File: src/rtl/chg_pkg.sv
package chg_pkg;

    // clock and power-on-reset delay
    localparam int CLK_MHZ     = 50;
    localparam int POR_TIME_US = 1000;
    localparam int POR_CYCLES  = POR_TIME_US * CLK_MHZ;

    // register byte offsets
    localparam logic [7:0] CTRL_OFFSET   = 8'h00;
    localparam logic [7:0] STATUS_OFFSET = 8'h04;

    // control register fields
    localparam int         CTRL_W          = 3;
    localparam int         CTRL_CE_PRESENT = 0;
    localparam int         CTRL_TS_PRESENT = 1;
    localparam int         CTRL_INHIBIT    = 2;
    localparam logic [2:0] CTRL_RESET      = 3'h3;

    // status register fields
    localparam int STAT_MODE_LSB  = 0;
    localparam int STAT_PASS      = 8;
    localparam int STAT_FAULT_I   = 9;
    localparam int STAT_DETECT_I  = 10;
    localparam int STAT_PIN_A     = 11;
    localparam int STAT_PIN_B     = 12;
    localparam int STAT_PIN_GOOD  = 13;
    localparam int STAT_SENSE_LSB = 16;

    // sensed input vector layout
    localparam int SENSE_W    = 11;
    localparam int S_IN_DET   = 0;
    localparam int S_OVP      = 1;
    localparam int S_TEMP_OK  = 2;
    localparam int S_JUNCTION_SHUTDOWN_LIMIT    = 3;
    localparam int S_TFAULT   = 4;
    localparam int S_TERM     = 5;
    localparam int S_SHORT    = 6;
    localparam int S_CE_N     = 7;
    localparam int S_TMR_OPEN = 8;
    localparam int S_BAT_LOW  = 9;
    localparam int S_ABSENT   = 10;
    localparam logic [10:0] SENSE_RESET = 11'h080;

    typedef enum logic [5:0] {
        ST_SLEEP    = 6'h01,
        ST_POR      = 6'h02,
        ST_STANDBY  = 6'h04,
        ST_BEGIN    = 6'h08,
        ST_CHARGING = 6'h10,
        ST_SUSPEND  = 6'h20
    } mode_e;

endpackage

File: src/rtl/sense_capture.sv
`timescale 1ns/1ps
module sense_capture #(
    parameter int               W         = chg_pkg::SENSE_W,
    parameter logic [W-1:0]     RESET_VAL = chg_pkg::SENSE_RESET
) (
    input  wire logic         mclk,
    input  wire logic         rstn,
    input  wire logic [W-1:0] raw,
    output logic      [W-1:0] sensed
);

    // comparator and latch results taken on the clock
    always_ff @(posedge mclk or negedge rstn) begin
        if (!rstn) begin
            sensed <= RESET_VAL;
        end else begin
            sensed <= raw;
        end
    end

endmodule

File: src/rtl/por_delay_timer.sv
`timescale 1ns/1ps
module por_delay_timer #(
    parameter int CYCLES = chg_pkg::POR_CYCLES
) (
    input  wire logic mclk,
    input  wire logic rstn,
    input  wire logic start,
    output logic      done
);

    localparam int W = $clog2(CYCLES + 1);

    logic [W-1:0] count_reg;

    always_ff @(posedge mclk or negedge rstn) begin
        if (!rstn) begin
            count_reg <= '0;
        end else if (start) begin
            count_reg <= W'(CYCLES);
        end else if (count_reg != '0) begin
            count_reg <= count_reg - W'(1);
        end
    end

    // done rises as the count runs out and stays until the next start
    always_ff @(posedge mclk or negedge rstn) begin
        if (!rstn) begin
            done <= 1'b0;
        end else if (start) begin
            done <= 1'b0;
        end else if (count_reg == W'(1)) begin
            done <= 1'b1;
        end
    end

endmodule

File: src/rtl/charger_mode_control_fsm.sv
`timescale 1ns/1ps
// Function
// - Below power-down threshold everything is off, pins ignored, outputs high impedance.
// - Sleep: charger off, pins ignored, status outputs released, power-good shows no input.
// - Loss of input-detected forces sleep from any state.
// - Input detected in sleep enters power-on-reset, starting delay and resetting blocks.
// - During power-on-reset delay status shows charger off, power-good shows no input.
// - After the delay comparators enable and outputs drive real values.
// - Delay end with enable pin high enters stand-by; timers reset, pins watched.
// - Without an enable pin, delay end goes straight to begin-charge.
// - Begin-charge resets all timers once conditions hold, then goes charging.
// - Temperature out of range suspends with timers frozen; resumes when back.
// - Open timer pin: regulator mode, no termination, no detect, timer clock reset.
// - Enable low starts a new charge cycle; enable high disables charging.
// - Without temperature input, pack temperature counts as always in range.
// - Pass switch on only with enable, input, no latched flags, temp ok, cool junction.
// - Enable, input and timer fault: main path off, only fault-recovery current.
// - Enable, input but pack hot or cold: output stage off.
// - Timer-fault, termination and short flags are latched outside; only read here.
// - Status pair: precharge on/on, fast on/off, done off/on, else off/off.
// - Power-good low only with input and no overvoltage, else high impedance.
// - Overvoltage turns charger off into stand-by, unlatched, recovers when cleared.
module charger_mode_control_fsm #(
    parameter int POR_CYCLES = chg_pkg::POR_CYCLES
) (
    input  wire logic        mclk,
    input  wire logic        rstn,
    input  wire logic        hsel,
    input  wire logic [31:0] haddr,
    input  wire logic [1:0]  htrans,
    input  wire logic        hwrite,
    input  wire logic [2:0]  hsize,
    input  wire logic [31:0] hwdata,
    input  wire logic        hready,
    output logic      [31:0] hrdata,
    output logic             hreadyout,
    output logic             hresp,
    input  wire logic        input_detected,
    input  wire logic        input_overvoltage,
    input  wire logic        pack_temp_sense,
    input  wire logic        junction_shutdown_limit,
    input  wire logic        timer_fault_latched,
    input  wire logic        termination_latched,
    input  wire logic        output_short_latched,
    input  wire logic        charge_enable_n,
    input  wire logic        timer_program_pin,
    input  wire logic        battery_low,
    input  wire logic        battery_absent,
    input  wire logic        status_out_a_i,
    output logic             status_out_a_o,
    output logic             status_out_a_oe,
    input  wire logic        status_out_b_i,
    output logic             status_out_b_o,
    output logic             status_out_b_oe,
    input  wire logic        input_good_n_i,
    output logic             input_good_n_o,
    output logic             input_good_n_oe,
    output logic             pass_switch_en,
    output logic             fault_recovery_current,
    output logic             battery_detect_current,
    output logic             comparators_en,
    output logic             blocks_reset,
    output logic             safety_timer_reset,
    output logic             safety_timer_hold,
    output logic             termination_en,
    output logic             battery_detect_en
);

    logic [chg_pkg::SENSE_W-1:0] sense_raw;
    logic [chg_pkg::SENSE_W-1:0] sense_reg;
    logic [chg_pkg::CTRL_W-1:0]  ctrl_reg;
    chg_pkg::mode_e              state_reg;
    chg_pkg::mode_e              state_next;
    logic                        por_start;
    logic                        por_done;
    logic                        in_det;
    logic                        ovp;
    logic                        temp_ok;
    logic                        ce_n;
    logic                        tmr_open;
    logic                        flags_clear;
    logic                        pass_next;
    logic                        fault_i_next;
    logic                        detect_i_next;
    logic                        stat_a_next;
    logic                        stat_b_next;
    logic                        wr_pend_reg;
    logic [7:0]                  wr_addr_reg;
    logic                        addr_phase;

    function automatic logic hits(input logic [31:0] addr, input logic [7:0] offset);
        hits = (addr[31:8] == 24'h000000) && (addr[7:0] == offset);
    endfunction

    assign sense_raw = {battery_absent, battery_low, timer_program_pin, charge_enable_n,
                        output_short_latched, termination_latched, timer_fault_latched,
                        junction_shutdown_limit, pack_temp_sense, input_overvoltage,
                        input_detected};

    // inputs registered before the machine sees them
    sense_capture #(
        .W         (chg_pkg::SENSE_W),
        .RESET_VAL (chg_pkg::SENSE_RESET)
    ) u_sense (
        .mclk   (mclk),
        .rstn   (rstn),
        .raw    (sense_raw),
        .sensed (sense_reg)
    );

    assign in_det   = sense_reg[chg_pkg::S_IN_DET];
    assign ovp      = sense_reg[chg_pkg::S_OVP];
    assign tmr_open = sense_reg[chg_pkg::S_TMR_OPEN];
    assign temp_ok  = !ctrl_reg[chg_pkg::CTRL_TS_PRESENT]
                      || sense_reg[chg_pkg::S_TEMP_OK];
    assign ce_n     = (ctrl_reg[chg_pkg::CTRL_CE_PRESENT] && sense_reg[chg_pkg::S_CE_N])
                      || ctrl_reg[chg_pkg::CTRL_INHIBIT];
    assign flags_clear = !sense_reg[chg_pkg::S_TFAULT] && !sense_reg[chg_pkg::S_TERM]
                         && !sense_reg[chg_pkg::S_SHORT];

    assign por_start = (state_reg == chg_pkg::ST_SLEEP) && in_det;

    por_delay_timer #(
        .CYCLES (POR_CYCLES)
    ) u_por (
        .mclk  (mclk),
        .rstn  (rstn),
        .start (por_start),
        .done  (por_done)
    );

    always_comb begin
        state_next = state_reg;
        unique case (state_reg)
            chg_pkg::ST_SLEEP: begin
                if (in_det) state_next = chg_pkg::ST_POR;
            end
            chg_pkg::ST_POR: begin
                if (por_done) begin
                    if (ce_n || ovp) state_next = chg_pkg::ST_STANDBY;
                    else state_next = chg_pkg::ST_BEGIN;
                end
            end
            chg_pkg::ST_STANDBY: begin
                if (!ce_n && !ovp) state_next = chg_pkg::ST_BEGIN;
            end
            chg_pkg::ST_BEGIN: begin
                if (ce_n || ovp) state_next = chg_pkg::ST_STANDBY;
                else state_next = chg_pkg::ST_CHARGING;
            end
            chg_pkg::ST_CHARGING: begin
                if (ce_n || ovp) state_next = chg_pkg::ST_STANDBY;
                else if (!temp_ok) state_next = chg_pkg::ST_SUSPEND;
            end
            chg_pkg::ST_SUSPEND: begin
                if (ce_n || ovp) state_next = chg_pkg::ST_STANDBY;
                else if (temp_ok) state_next = chg_pkg::ST_CHARGING;
            end
        endcase
        if (!in_det) state_next = chg_pkg::ST_SLEEP;
    end

    // power-down is the asynchronous reset; it leaves the machine asleep
    always_ff @(posedge mclk or negedge rstn) begin
        if (!rstn) begin
            state_reg <= chg_pkg::ST_SLEEP;
        end else begin
            state_reg <= state_next;
        end
    end

    always_comb begin
        pass_next     = (state_reg == chg_pkg::ST_CHARGING) && !ce_n && in_det && !ovp
                        && flags_clear && temp_ok
                        && !sense_reg[chg_pkg::S_JUNCTION_SHUTDOWN_LIMIT];
        fault_i_next  = (state_reg == chg_pkg::ST_CHARGING || state_reg == chg_pkg::ST_SUSPEND)
                        && !ce_n && in_det && !ovp && sense_reg[chg_pkg::S_TFAULT];
        detect_i_next = (state_reg == chg_pkg::ST_CHARGING) && !ce_n && in_det && !ovp
                        && !tmr_open && !sense_reg[chg_pkg::S_TFAULT]
                        && !sense_reg[chg_pkg::S_TERM] && sense_reg[chg_pkg::S_SHORT]
                        && sense_reg[chg_pkg::S_ABSENT] && temp_ok
                        && !sense_reg[chg_pkg::S_JUNCTION_SHUTDOWN_LIMIT];
        stat_a_next   = pass_next;
        stat_b_next   = (pass_next && sense_reg[chg_pkg::S_BAT_LOW])
                        || ((state_reg == chg_pkg::ST_CHARGING) && !ce_n && !ovp && temp_ok
                            && !tmr_open && sense_reg[chg_pkg::S_TERM]
                            && !sense_reg[chg_pkg::S_TFAULT]
                            && !sense_reg[chg_pkg::S_SHORT]);
        if (state_reg == chg_pkg::ST_SUSPEND || state_reg == chg_pkg::ST_STANDBY) begin
            stat_b_next = 1'b0;
        end
    end

    always_ff @(posedge mclk or negedge rstn) begin
        if (!rstn) begin
            pass_switch_en         <= 1'b0;
            fault_recovery_current <= 1'b0;
            battery_detect_current <= 1'b0;
        end else begin
            pass_switch_en         <= pass_next;
            fault_recovery_current <= fault_i_next;
            battery_detect_current <= detect_i_next;
        end
    end

    // open-collector pins: oe high pulls the pin low
    always_ff @(posedge mclk or negedge rstn) begin
        if (!rstn) begin
            status_out_a_o  <= 1'b0;
            status_out_a_oe <= 1'b0;
            status_out_b_o  <= 1'b0;
            status_out_b_oe <= 1'b0;
            input_good_n_o  <= 1'b0;
            input_good_n_oe <= 1'b0;
        end else begin
            status_out_a_o  <= 1'b0;
            status_out_a_oe <= stat_a_next;
            status_out_b_o  <= 1'b0;
            status_out_b_oe <= stat_b_next;
            input_good_n_o  <= 1'b0;
            input_good_n_oe <= in_det && !ovp && (state_reg != chg_pkg::ST_SLEEP)
                               && (state_reg != chg_pkg::ST_POR);
        end
    end

    always_ff @(posedge mclk or negedge rstn) begin
        if (!rstn) begin
            comparators_en     <= 1'b0;
            blocks_reset       <= 1'b1;
            safety_timer_reset <= 1'b1;
            safety_timer_hold  <= 1'b0;
            termination_en     <= 1'b0;
            battery_detect_en  <= 1'b0;
        end else begin
            comparators_en     <= (state_reg != chg_pkg::ST_SLEEP)
                                  && (state_reg != chg_pkg::ST_POR);
            blocks_reset       <= (state_reg == chg_pkg::ST_SLEEP)
                                  || (state_reg == chg_pkg::ST_POR);
            safety_timer_reset <= tmr_open || (state_reg == chg_pkg::ST_STANDBY)
                                  || (state_reg == chg_pkg::ST_BEGIN)
                                  || (state_reg == chg_pkg::ST_SLEEP)
                                  || (state_reg == chg_pkg::ST_POR);
            safety_timer_hold  <= (state_reg == chg_pkg::ST_SUSPEND);
            termination_en     <= !tmr_open;
            battery_detect_en  <= !tmr_open;
        end
    end

    // bus slave: zero wait states, read data loaded at the address phase
    assign addr_phase = hsel && htrans[1] && hready;

    always_ff @(posedge mclk or negedge rstn) begin
        if (!rstn) begin
            wr_pend_reg <= 1'b0;
            wr_addr_reg <= 8'h00;
            hrdata      <= 32'h00000000;
            hreadyout   <= 1'b1;
            hresp       <= 1'b0;
        end else begin
            hreadyout   <= 1'b1;
            hresp       <= 1'b0;
            wr_pend_reg <= addr_phase && hwrite;
            if (addr_phase) begin
                wr_addr_reg <= haddr[7:0];
                if (hwrite || haddr[31:8] != 24'h000000) begin
                    hrdata <= 32'h00000000;
                end else if (hits(haddr, chg_pkg::CTRL_OFFSET)) begin
                    hrdata <= {29'h00000000, ctrl_reg};
                end else if (hits(haddr, chg_pkg::STATUS_OFFSET)) begin
                    hrdata <= {5'h00, sense_reg, 2'h0, input_good_n_i, status_out_b_i,
                               status_out_a_i, battery_detect_current,
                               fault_recovery_current, pass_switch_en, 2'h0, state_reg};
                end else begin
                    hrdata <= 32'h00000000;
                end
            end
        end
    end

    always_ff @(posedge mclk or negedge rstn) begin
        if (!rstn) begin
            ctrl_reg <= chg_pkg::CTRL_RESET;
        end else if (wr_pend_reg && wr_addr_reg == chg_pkg::CTRL_OFFSET) begin
            ctrl_reg <= hwdata[chg_pkg::CTRL_W-1:0];
        end
    end

    property p_sleep_on_loss;
        @(posedge mclk) disable iff (!rstn)
        !in_det |=> state_reg == chg_pkg::ST_SLEEP;
    endproperty
    a_sleep_on_loss: assert property (p_sleep_on_loss)
        else $error("no sleep on input loss");

    property p_por_entry;
        @(posedge mclk) disable iff (!rstn)
        (state_reg == chg_pkg::ST_SLEEP) && in_det |=> state_reg == chg_pkg::ST_POR;
    endproperty
    a_por_entry: assert property (p_por_entry) else $error("sleep did not enter por");

    property p_por_quiet;
        @(posedge mclk) disable iff (!rstn)
        state_reg == chg_pkg::ST_POR |=> !status_out_a_oe && !status_out_b_oe && !input_good_n_oe;
    endproperty
    a_por_quiet: assert property (p_por_quiet) else $error("outputs active during por");

    property p_switch_gate;
        @(posedge mclk) disable iff (!rstn)
        pass_switch_en |-> $past(in_det && !ce_n && flags_clear && temp_ok
                                 && !sense_reg[chg_pkg::S_JUNCTION_SHUTDOWN_LIMIT]);
    endproperty
    a_switch_gate: assert property (p_switch_gate)
        else $error("pass switch on illegally");

    property p_fault_current;
        @(posedge mclk) disable iff (!rstn)
        fault_recovery_current |-> !pass_switch_en ##1 1'b1;
    endproperty
    a_fault_current: assert property (p_fault_current)
        else $error("fault path with switch");

    property p_suspend;
        @(posedge mclk) disable iff (!rstn)
        (state_reg == chg_pkg::ST_CHARGING) && in_det && !ce_n && !ovp && !temp_ok
        |=> (state_reg == chg_pkg::ST_SUSPEND) ##1 safety_timer_hold && !pass_switch_en;
    endproperty
    a_suspend: assert property (p_suspend) else $error("suspend not entered");

    property p_regulator;
        @(posedge mclk) disable iff (!rstn)
        tmr_open |=> !termination_en && !battery_detect_en && safety_timer_reset;
    endproperty
    a_regulator: assert property (p_regulator) else $error("regulator mode not applied");

    property p_power_good;
        @(posedge mclk) disable iff (!rstn)
        input_good_n_oe |-> $past(in_det) && !$past(ovp);
    endproperty
    a_power_good: assert property (p_power_good) else $error("power good without input");

    property p_ovp_standby;
        @(posedge mclk) disable iff (!rstn)
        in_det && ovp && (state_reg == chg_pkg::ST_CHARGING)
        |=> state_reg == chg_pkg::ST_STANDBY;
    endproperty
    a_ovp_standby: assert property (p_ovp_standby) else $error("overvoltage ignored");

    property p_begin;
        @(posedge mclk) disable iff (!rstn)
        (state_reg == chg_pkg::ST_BEGIN) && in_det && !ce_n && !ovp
        |=> safety_timer_reset && state_reg == chg_pkg::ST_CHARGING;
    endproperty
    a_begin: assert property (p_begin) else $error("begin charge did not proceed");

endmodule

File: config.mk
export PLATFORM = sky130hd
export DESIGN_NAME = charger_mode_control_fsm
export DESIGN_NICKNAME = d
export VERILOG_FILES = /design/src/rtl/chg_pkg.sv /design/src/rtl/sense_capture.sv /design/src/rtl/por_delay_timer.sv /design/src/rtl/charger_mode_control_fsm.sv
export SDC_FILE = /design/constraint.sdc
export NUM_CORES = 1
export LEC_CHECK = 0
export ABC_CLOCK_PERIOD_IN_PS = 2210
export BUFFER_PORTS_ARGS = -buffer_cell sky130_fd_sc_hd__buf_4
export CAP_MARGIN = 10
export CORE_MARGIN = 2
export CORE_UTILIZATION = 44
export CTS_CLUSTER_SIZE = 40
export DETAILED_ROUTE_END_ITERATION = 6
export PLACE_DENSITY = 0.76
export SLEW_MARGIN = 0
export SYNTH_ARGS = -nofsm -noshare
export SYNTH_HDL_FRONTEND = slang
export SYNTH_SLANG_ARGS = --single-unit
File: constraint.sdc
create_clock -name mclk -period 2.21 [get_ports mclk]
set_clock_uncertainty 0.1 [all_clocks]
set_input_delay 0.1105 -clock mclk [delete_from_list [all_inputs] [get_ports mclk]]
set_output_delay 0.1105 -clock mclk [all_outputs]
set_load 0.05 [all_outputs]
==> results.md, run 1 <==
* DR vias/cell at around 5.1
* Area of the multi-input gates at between 1000 and 1500 µm²
* Seq/Total Area, Yosys at 54.6%
* DR DRC count at 0
* Number of global-route vias before repair at around 3000
* Async SR Flop Fraction at between 90% and 100%
* Sw Share at between 20% and 30%
* Yosys warning count at 0
* Vias at between 3000 and 4000
* Mux contribution to synthesized area at under 10%
* CTS tree: done
* Antenna violations before repair at 0
* Total grt overflow at 0
* Clk pwr share at approximately a third
* Arrival time worst endpoint at between 2 and 2.5 ns
* Leak Pwr at about 2.4 nW
* # diodes at 0
* Internal at 0.00260 W
* Unrepaired setup endpoints after global routing: true
* Max-slew violations at 0
* Initial Utilization at between 40% and 50%
* CP endpoint kind: flop
* Violated checks: setup timing
* CORE AREA at ~8000 µm²
* Routability Congestion at 0.834
* Largest family of logic cells by synthesized area: simple AND/OR/NAND/NOR gates
* Syn Inst Count at 370
* Pwr/cell area at between 700 and 800 nW/µm²
* # setup viols final at 1
* Sequential power share at a little under half
* Die Span Y at ~95 µm
* Sequential cell area at 1980 µm²
* Post-Synth Simple-Gate Area at between 20% and 30%
* Critical Path RT at 2.37 ns
* Xor/xnor share of the synthesized area at 1.45%
* Worst-case clock buffer depth at 2
* Worst setup margin at -0.0321 ns
* Area growth, synth to finish at 39.0%
* Die Wd at roughly 95 µm
* Critical path type: reg -> reg
* Unique cell type count in the Yosys netlist at ~50
* Final Hold Fails at 0
* Status: complete, but fails checks
* EDFF count, synth at 0
* TritonCTS buffer count at 9
* Sw power at 0.00103 W
* CP Launch Type: flop
* Global-route wire length before repair at around 14000 µm
* MaxCap Viol Count at 0
* Layout cells sized above 1 at between 30% and 40%
* Total iterations of the first detailed-routing run at 4
* Iteration-0 DRC count of the detailed router at about 210
* Final period utilization at 101%
* Ports at 137
* Ys flop type: dfrtp_1
* Antenna viol nets, final at 0
* Maximum vdd ir drop at 0.339 mV
* Largest register FFs at 23
* H-tree depth at 3
* Worst-margin pin slew at 0.535 ns
* Synthesized area at 3630 µm²
* Yosys reg bits at 79
* Clk_lat worst skew at 0.35 ns
* Total GRT Usage at 20.7%
* Fillers at roughly 630
* Clk pin slew, worst setup/hold paths at approximately 0.09 ns
* Die ar. at 9000 µm²
* Num rows at 33
* CP max FO at 2
* Combinational fraction of design power at between 20% and 30%
* Adder-Cell Fraction of Synth Area at 0.689%
* Slew headroom at a little under two thirds
* Worst min-delay path class: in -> reg
* Commonest non-fill, non-tap cell in the layout: buf_4
* PortBufs at just under 90
* Wirelength per Cell at 14.6 µm
* Post-synthesis compound-gate area fraction at roughly a tenth
* Final hold slack at between 0.04 and 0.05 ns
* Largest net degree at the start of global routing at between 40 and 50
* Final HPWL DP at around 6100 µm
* Fin nets at 597
* Fmax achieved at 446 MHz
* Routed WL at between 9000 and 10000 µm
* Most frequent cells in the layout: buf_4 (117), dfrtp_1 (73), nand2_1 (53), o21ai_0 (30)
* CTS sink cnt at 79
* Setup TNS at -0.0321 ns
* Fin crit period at approximately 2.2 ns
* Mean post-synth cell area at 9.82 µm²
* CTS root buf: clkbuf_8
==> cell usage after synthesis, drive strengths merged (7+ instances only) <==
master	instances	area (µm²)
buf	19	140
nand2	53	199
nor2	18	67.6
nor4	19	134
nand3	7	35.0
a21oi	10	50.1
dfrtp	73	1830
or4	10	86.3
or3	7	43.8
nor3	10	50.1
inv	27	101
o21ai	31	155
clkbuf	12	45.0
==> worst paths after layout <==
path / from / to / slack, ns / cells past startpoint
max: state_reg[3] / battery_detect_current / -0.03 / 4
min: haddr[31] / hrdata[1] / 0.05 / 4
min in group asynchronous: rstn / hrdata[22] / 0.15 / 2
min reg2reg: u_sense.sensed[6] / status_out_a_oe / 0.37 / 1
max reg2reg: state_reg[3] / battery_detect_current / -0.03 / 4
max in group asynchronous: rstn / ctrl_reg[0] / 1.18 / 3
==> timing repair <==
action / in CTS / in global routing
hold endpoints to repair: 61 / 0
gates resized for setup: 0 / 7
endpoints found under the setup margin: 1 / 7
pin swaps: 0 / 0
hold buffers: 27 / 0
buffers inserted: 0 / 2
==> critical path, cell delays in order (launching register included) <==
cell and delay (ns):
dfrtp_1 0.39, or4_4 0.54, or4_4 0.53, or4_4 0.45, nor4_4 0.14
==> per-layer routing <==
metal / up-vias / track usage (%) / part of all wire (%)
met5: - / 0 / 0
met4: 0 / 7.13 / 1.3
met1: 1513 / 25.3 / 41
met3: 11 / 4.31 / 6.4
met2: 101 / 36.2 / 51
li1: 1526 / - / -
==> metrics by stage <==
stage | std cells | utilization, % | area (µm²) | setup WS, ns | power (W)
3_5_place_dp | 572 | 55.7 | 4510 | -0.00740 | 0.00238
5_1_grt | 617 | 62.4 | 5050 | -0.0469 | 0.00382
2_1_floorplan | 382 | - | 3680 | 0.0261 | 0.00208
3_3_place_gp | 572 | 55.7 | 4510 | 0.0312 | 0.00235
6_report | 617 | 62.4 | 5050 | -0.0321 | 0.00363
4_1_cts | 615 | 61.9 | 5010 | -0.0222 | 0.00363
==> final cells by class <==
type,instances,share of cell area [%]
clock buffer,10,2.73
clock inverter,6,1.81
inverter,27,2.01
multi-input combinational,245,28.4
sequential,79,39.3
tap,105,2.60
timing repair buffer,145,23.1
==> power by group through the flow <==
| stage | Clock, W | Combinational, W | Sequential [W] |
|---|---|---|---|
| 4_1_cts | 0.00124 | 0.000727 | 0.00167 |
| 6_report | 0.00121 | 0.000739 | 0.00167 |
| 3_5_place_dp | 0 | 0.000687 | 0.00169 |
| 3_3_place_gp | 0 | 0.000666 | 0.00169 |
| 5_1_grt | 0.00131 | 0.000825 | 0.00169 |
| 2_1_floorplan | 0 | 0.000359 | 0.00172 |
==> cell families (layout without fill, tap and decap cells) <==
| logic type | after synthesis | after routing |
|---|---|---|
| and+or+nand+nor | 155 | 155 |
| DFF | 79 | 79 |
| AOI/OAI and AO/OA | 60 | 60 |
| buffers and inverters | 58 | 188 |
| muxes | 8 | 8 |
| xor gates and xnor gates | 6 | 6 |
| adders and majority gates | 2 | 2 |
| other | 2 | 14 |
(Power assumes the default switching activity.)
==> run 2, diff against run 1 <==
Settings changed: CAP_MARGIN 10 to 40, CORE_ASPECT_RATIO from default to 0.5, CORE_UTILIZATION 44 to 32, PLACE_DENSITY 0.76 to default.
==> run 2 against run 1 <==
Effect of this change: the run now ends clean; combinational power down 1%; non-clock buffer count fell by 2; sequential power about the same; clock power rose by 26%; critical path type unchanged.
==> results.md, run 2 (synthesis gave the netlist of run 1 again) <==
* Final Non-Filler Cells at 655
* Pwr/cell area at 758 nW/µm²
* Arrival time worst endpoint at around 2.3 ns
* Clk pin slew, worst setup/hold paths at approximately 0.06 ns
* Clk_lat worst skew at around 0.34 ns
* Worst-margin pin slew at roughly 0.50 ns
* Largest register FFs at 23
* Ports at 137
* Fin crit period at 2.13 ns
* Layout cells sized above 1 at 30.0%
* Max-slew violations at 0
* DR DRC count at 0
* CP max FO at 3
* Final Hold Fails at 0
* Final hold slack at around 0.033 ns
* Leak Pwr at 2.41 nW
* Slew headroom at between 60% and 70%
* Number of global-route vias before repair at 3022
* Fin nets at 595
* Num rows at 27
* Die Wd at 155 µm
* Area growth, synth to finish at 42.0%
* CP Launch Type: flop
* PortBufs at roughly 90
* Routability Congestion at ~0.80
* # setup viols final at 0
* Critical Path RT at 2.36 ns
* Most frequent cells in the layout: buf_4 (116), dfrtp_1 (73), nand2_1 (53), o21ai_0 (30), inv_1 (27)
* CTS tree: done
* Commonest non-fill, non-tap cell in the layout: buf_4
* Worst setup margin at around 0.077 ns
* Total iterations of the first detailed-routing run at 4
* Worst-case clock buffer depth at 2
* H-tree depth at 3
* CORE AREA at about 11000 µm²
* Fmax achieved at ~470 MHz
* TritonCTS buffer count at 9
* Dpl ws at -0.0140 ns
* Unrepaired setup endpoints after global routing: true
* Total grt overflow at 0
* Wirelength per Cell at 13.5 µm
* MaxCap Viol Count at 0
* Fillers at between 1000 and 1500
* Setup bufs post-CTS at 0
* Total GRT Usage at between 15 and 20%
* # diodes at 0
* CTS root buf: clkbuf_16
* Largest net degree at the start of global routing at 39
* Status: finished clean
* Iteration-0 DRC count of the detailed router at between 150 and 200
* Post-route cell area at just over 5000 µm²
* Global-route wire length before repair at 14500 µm
* Die ar. at roughly 12000 µm²
* Critical path type: reg -> reg
* Final period utilization at between 90% and 100%
* Initial Utilization at 33.0%
* Maximum vdd ir drop at 0.397 mV
* Post-Place Cells at between 600 and 700
* Worst min-delay path class: in -> reg
* DR vias/cell at 4.71
* CP endpoint kind: flop
* Antenna violations before repair at 0
* Antenna viol nets, final at 0
* Final HPWL DP at about 6300 µm
* CTS sink cnt at 79
* Vias at ~3100
* Die Span Y at about 79 µm
* Routed WL at just under 9000 µm
* Placed cell area at approximately 4600 µm²
run 2: final timing paths:
| kind | from | cells after the start | endpoint | slack (ns) |
|---|---|---|---|---|
| max | state_reg[3] | 4 | battery_detect_current | 0.08 |
| min | haddr[2] | 3 | wr_addr_reg[2] | 0.03 |
| max reg2reg | state_reg[3] | 4 | battery_detect_current | 0.08 |
| min reg2reg | wr_addr_reg[6] | 2 | wr_addr_reg[6] | 0.37 |
| max in group asynchronous | rstn | 3 | blocks_reset | 1.17 |
| min in group asynchronous | rstn | 2 | u_por.count_reg[14] | 0.19 |
run 2: metrics by stage:
step | utilization (%) | setup TNS (ns) | total power [W]
floorplan | - | 0 | 0.00208
global placement | 41.4 | 0 | 0.00237
detailed placement | 41.4 | -0.0140 | 0.00238
CTS | 46.6 | 0 | 0.00396
global route | 46.8 | -0.178 | 0.00413
finish | 46.8 | 0 | 0.00391
run 2: worst max-delay path, cell delays in order, from the launching register on:
cell and delay (ns):
dfrtp_1 0.37, or4_4 0.53, or4_4 0.45, or4_4 0.46
nor4_4 0.13
run 2: timing repair:
item / in CTS / in global routing
hold buffers: 26 / 0
gates resized for setup: 0 / 5
setup endpoints to repair: 1 / 16
pin swaps: 2 / 1
hold endpoints to repair: 61 / 0
gates cloned: 0 / 0
run 2: power by group:
| group | internal, W | switching, W |
|---|---|---|
| logic | 0.000339 | 0.000391 |
| clock network | 0.000963 | 0.000553 |
| registers | 0.00158 | 0.0000858 |
| total | 0.00288 | 0.00103 |
run 2: layout make-up:
cell class | count | area [µm²] | area share, %
Clock buffer | 13 | 270 | 5.24
Clock inverter | 3 | 40.0 | 0.776
Inverter | 27 | 101 | 1.97
Multi-Input combinational cell | 245 | 1430 | 27.7
Sequential cell | 79 | 1980 | 38.5
Tap cell | 145 | 181 | 3.52
Timing Repair Buffer | 143 | 1150 | 22.3
run 2: layer usage:
metal  global-route usage, %  wire length [µm]
met5                       0                 0
met4                    5.65               128
met3                    4.53               373
met2                    24.9              4220
met1                    19.3              4120
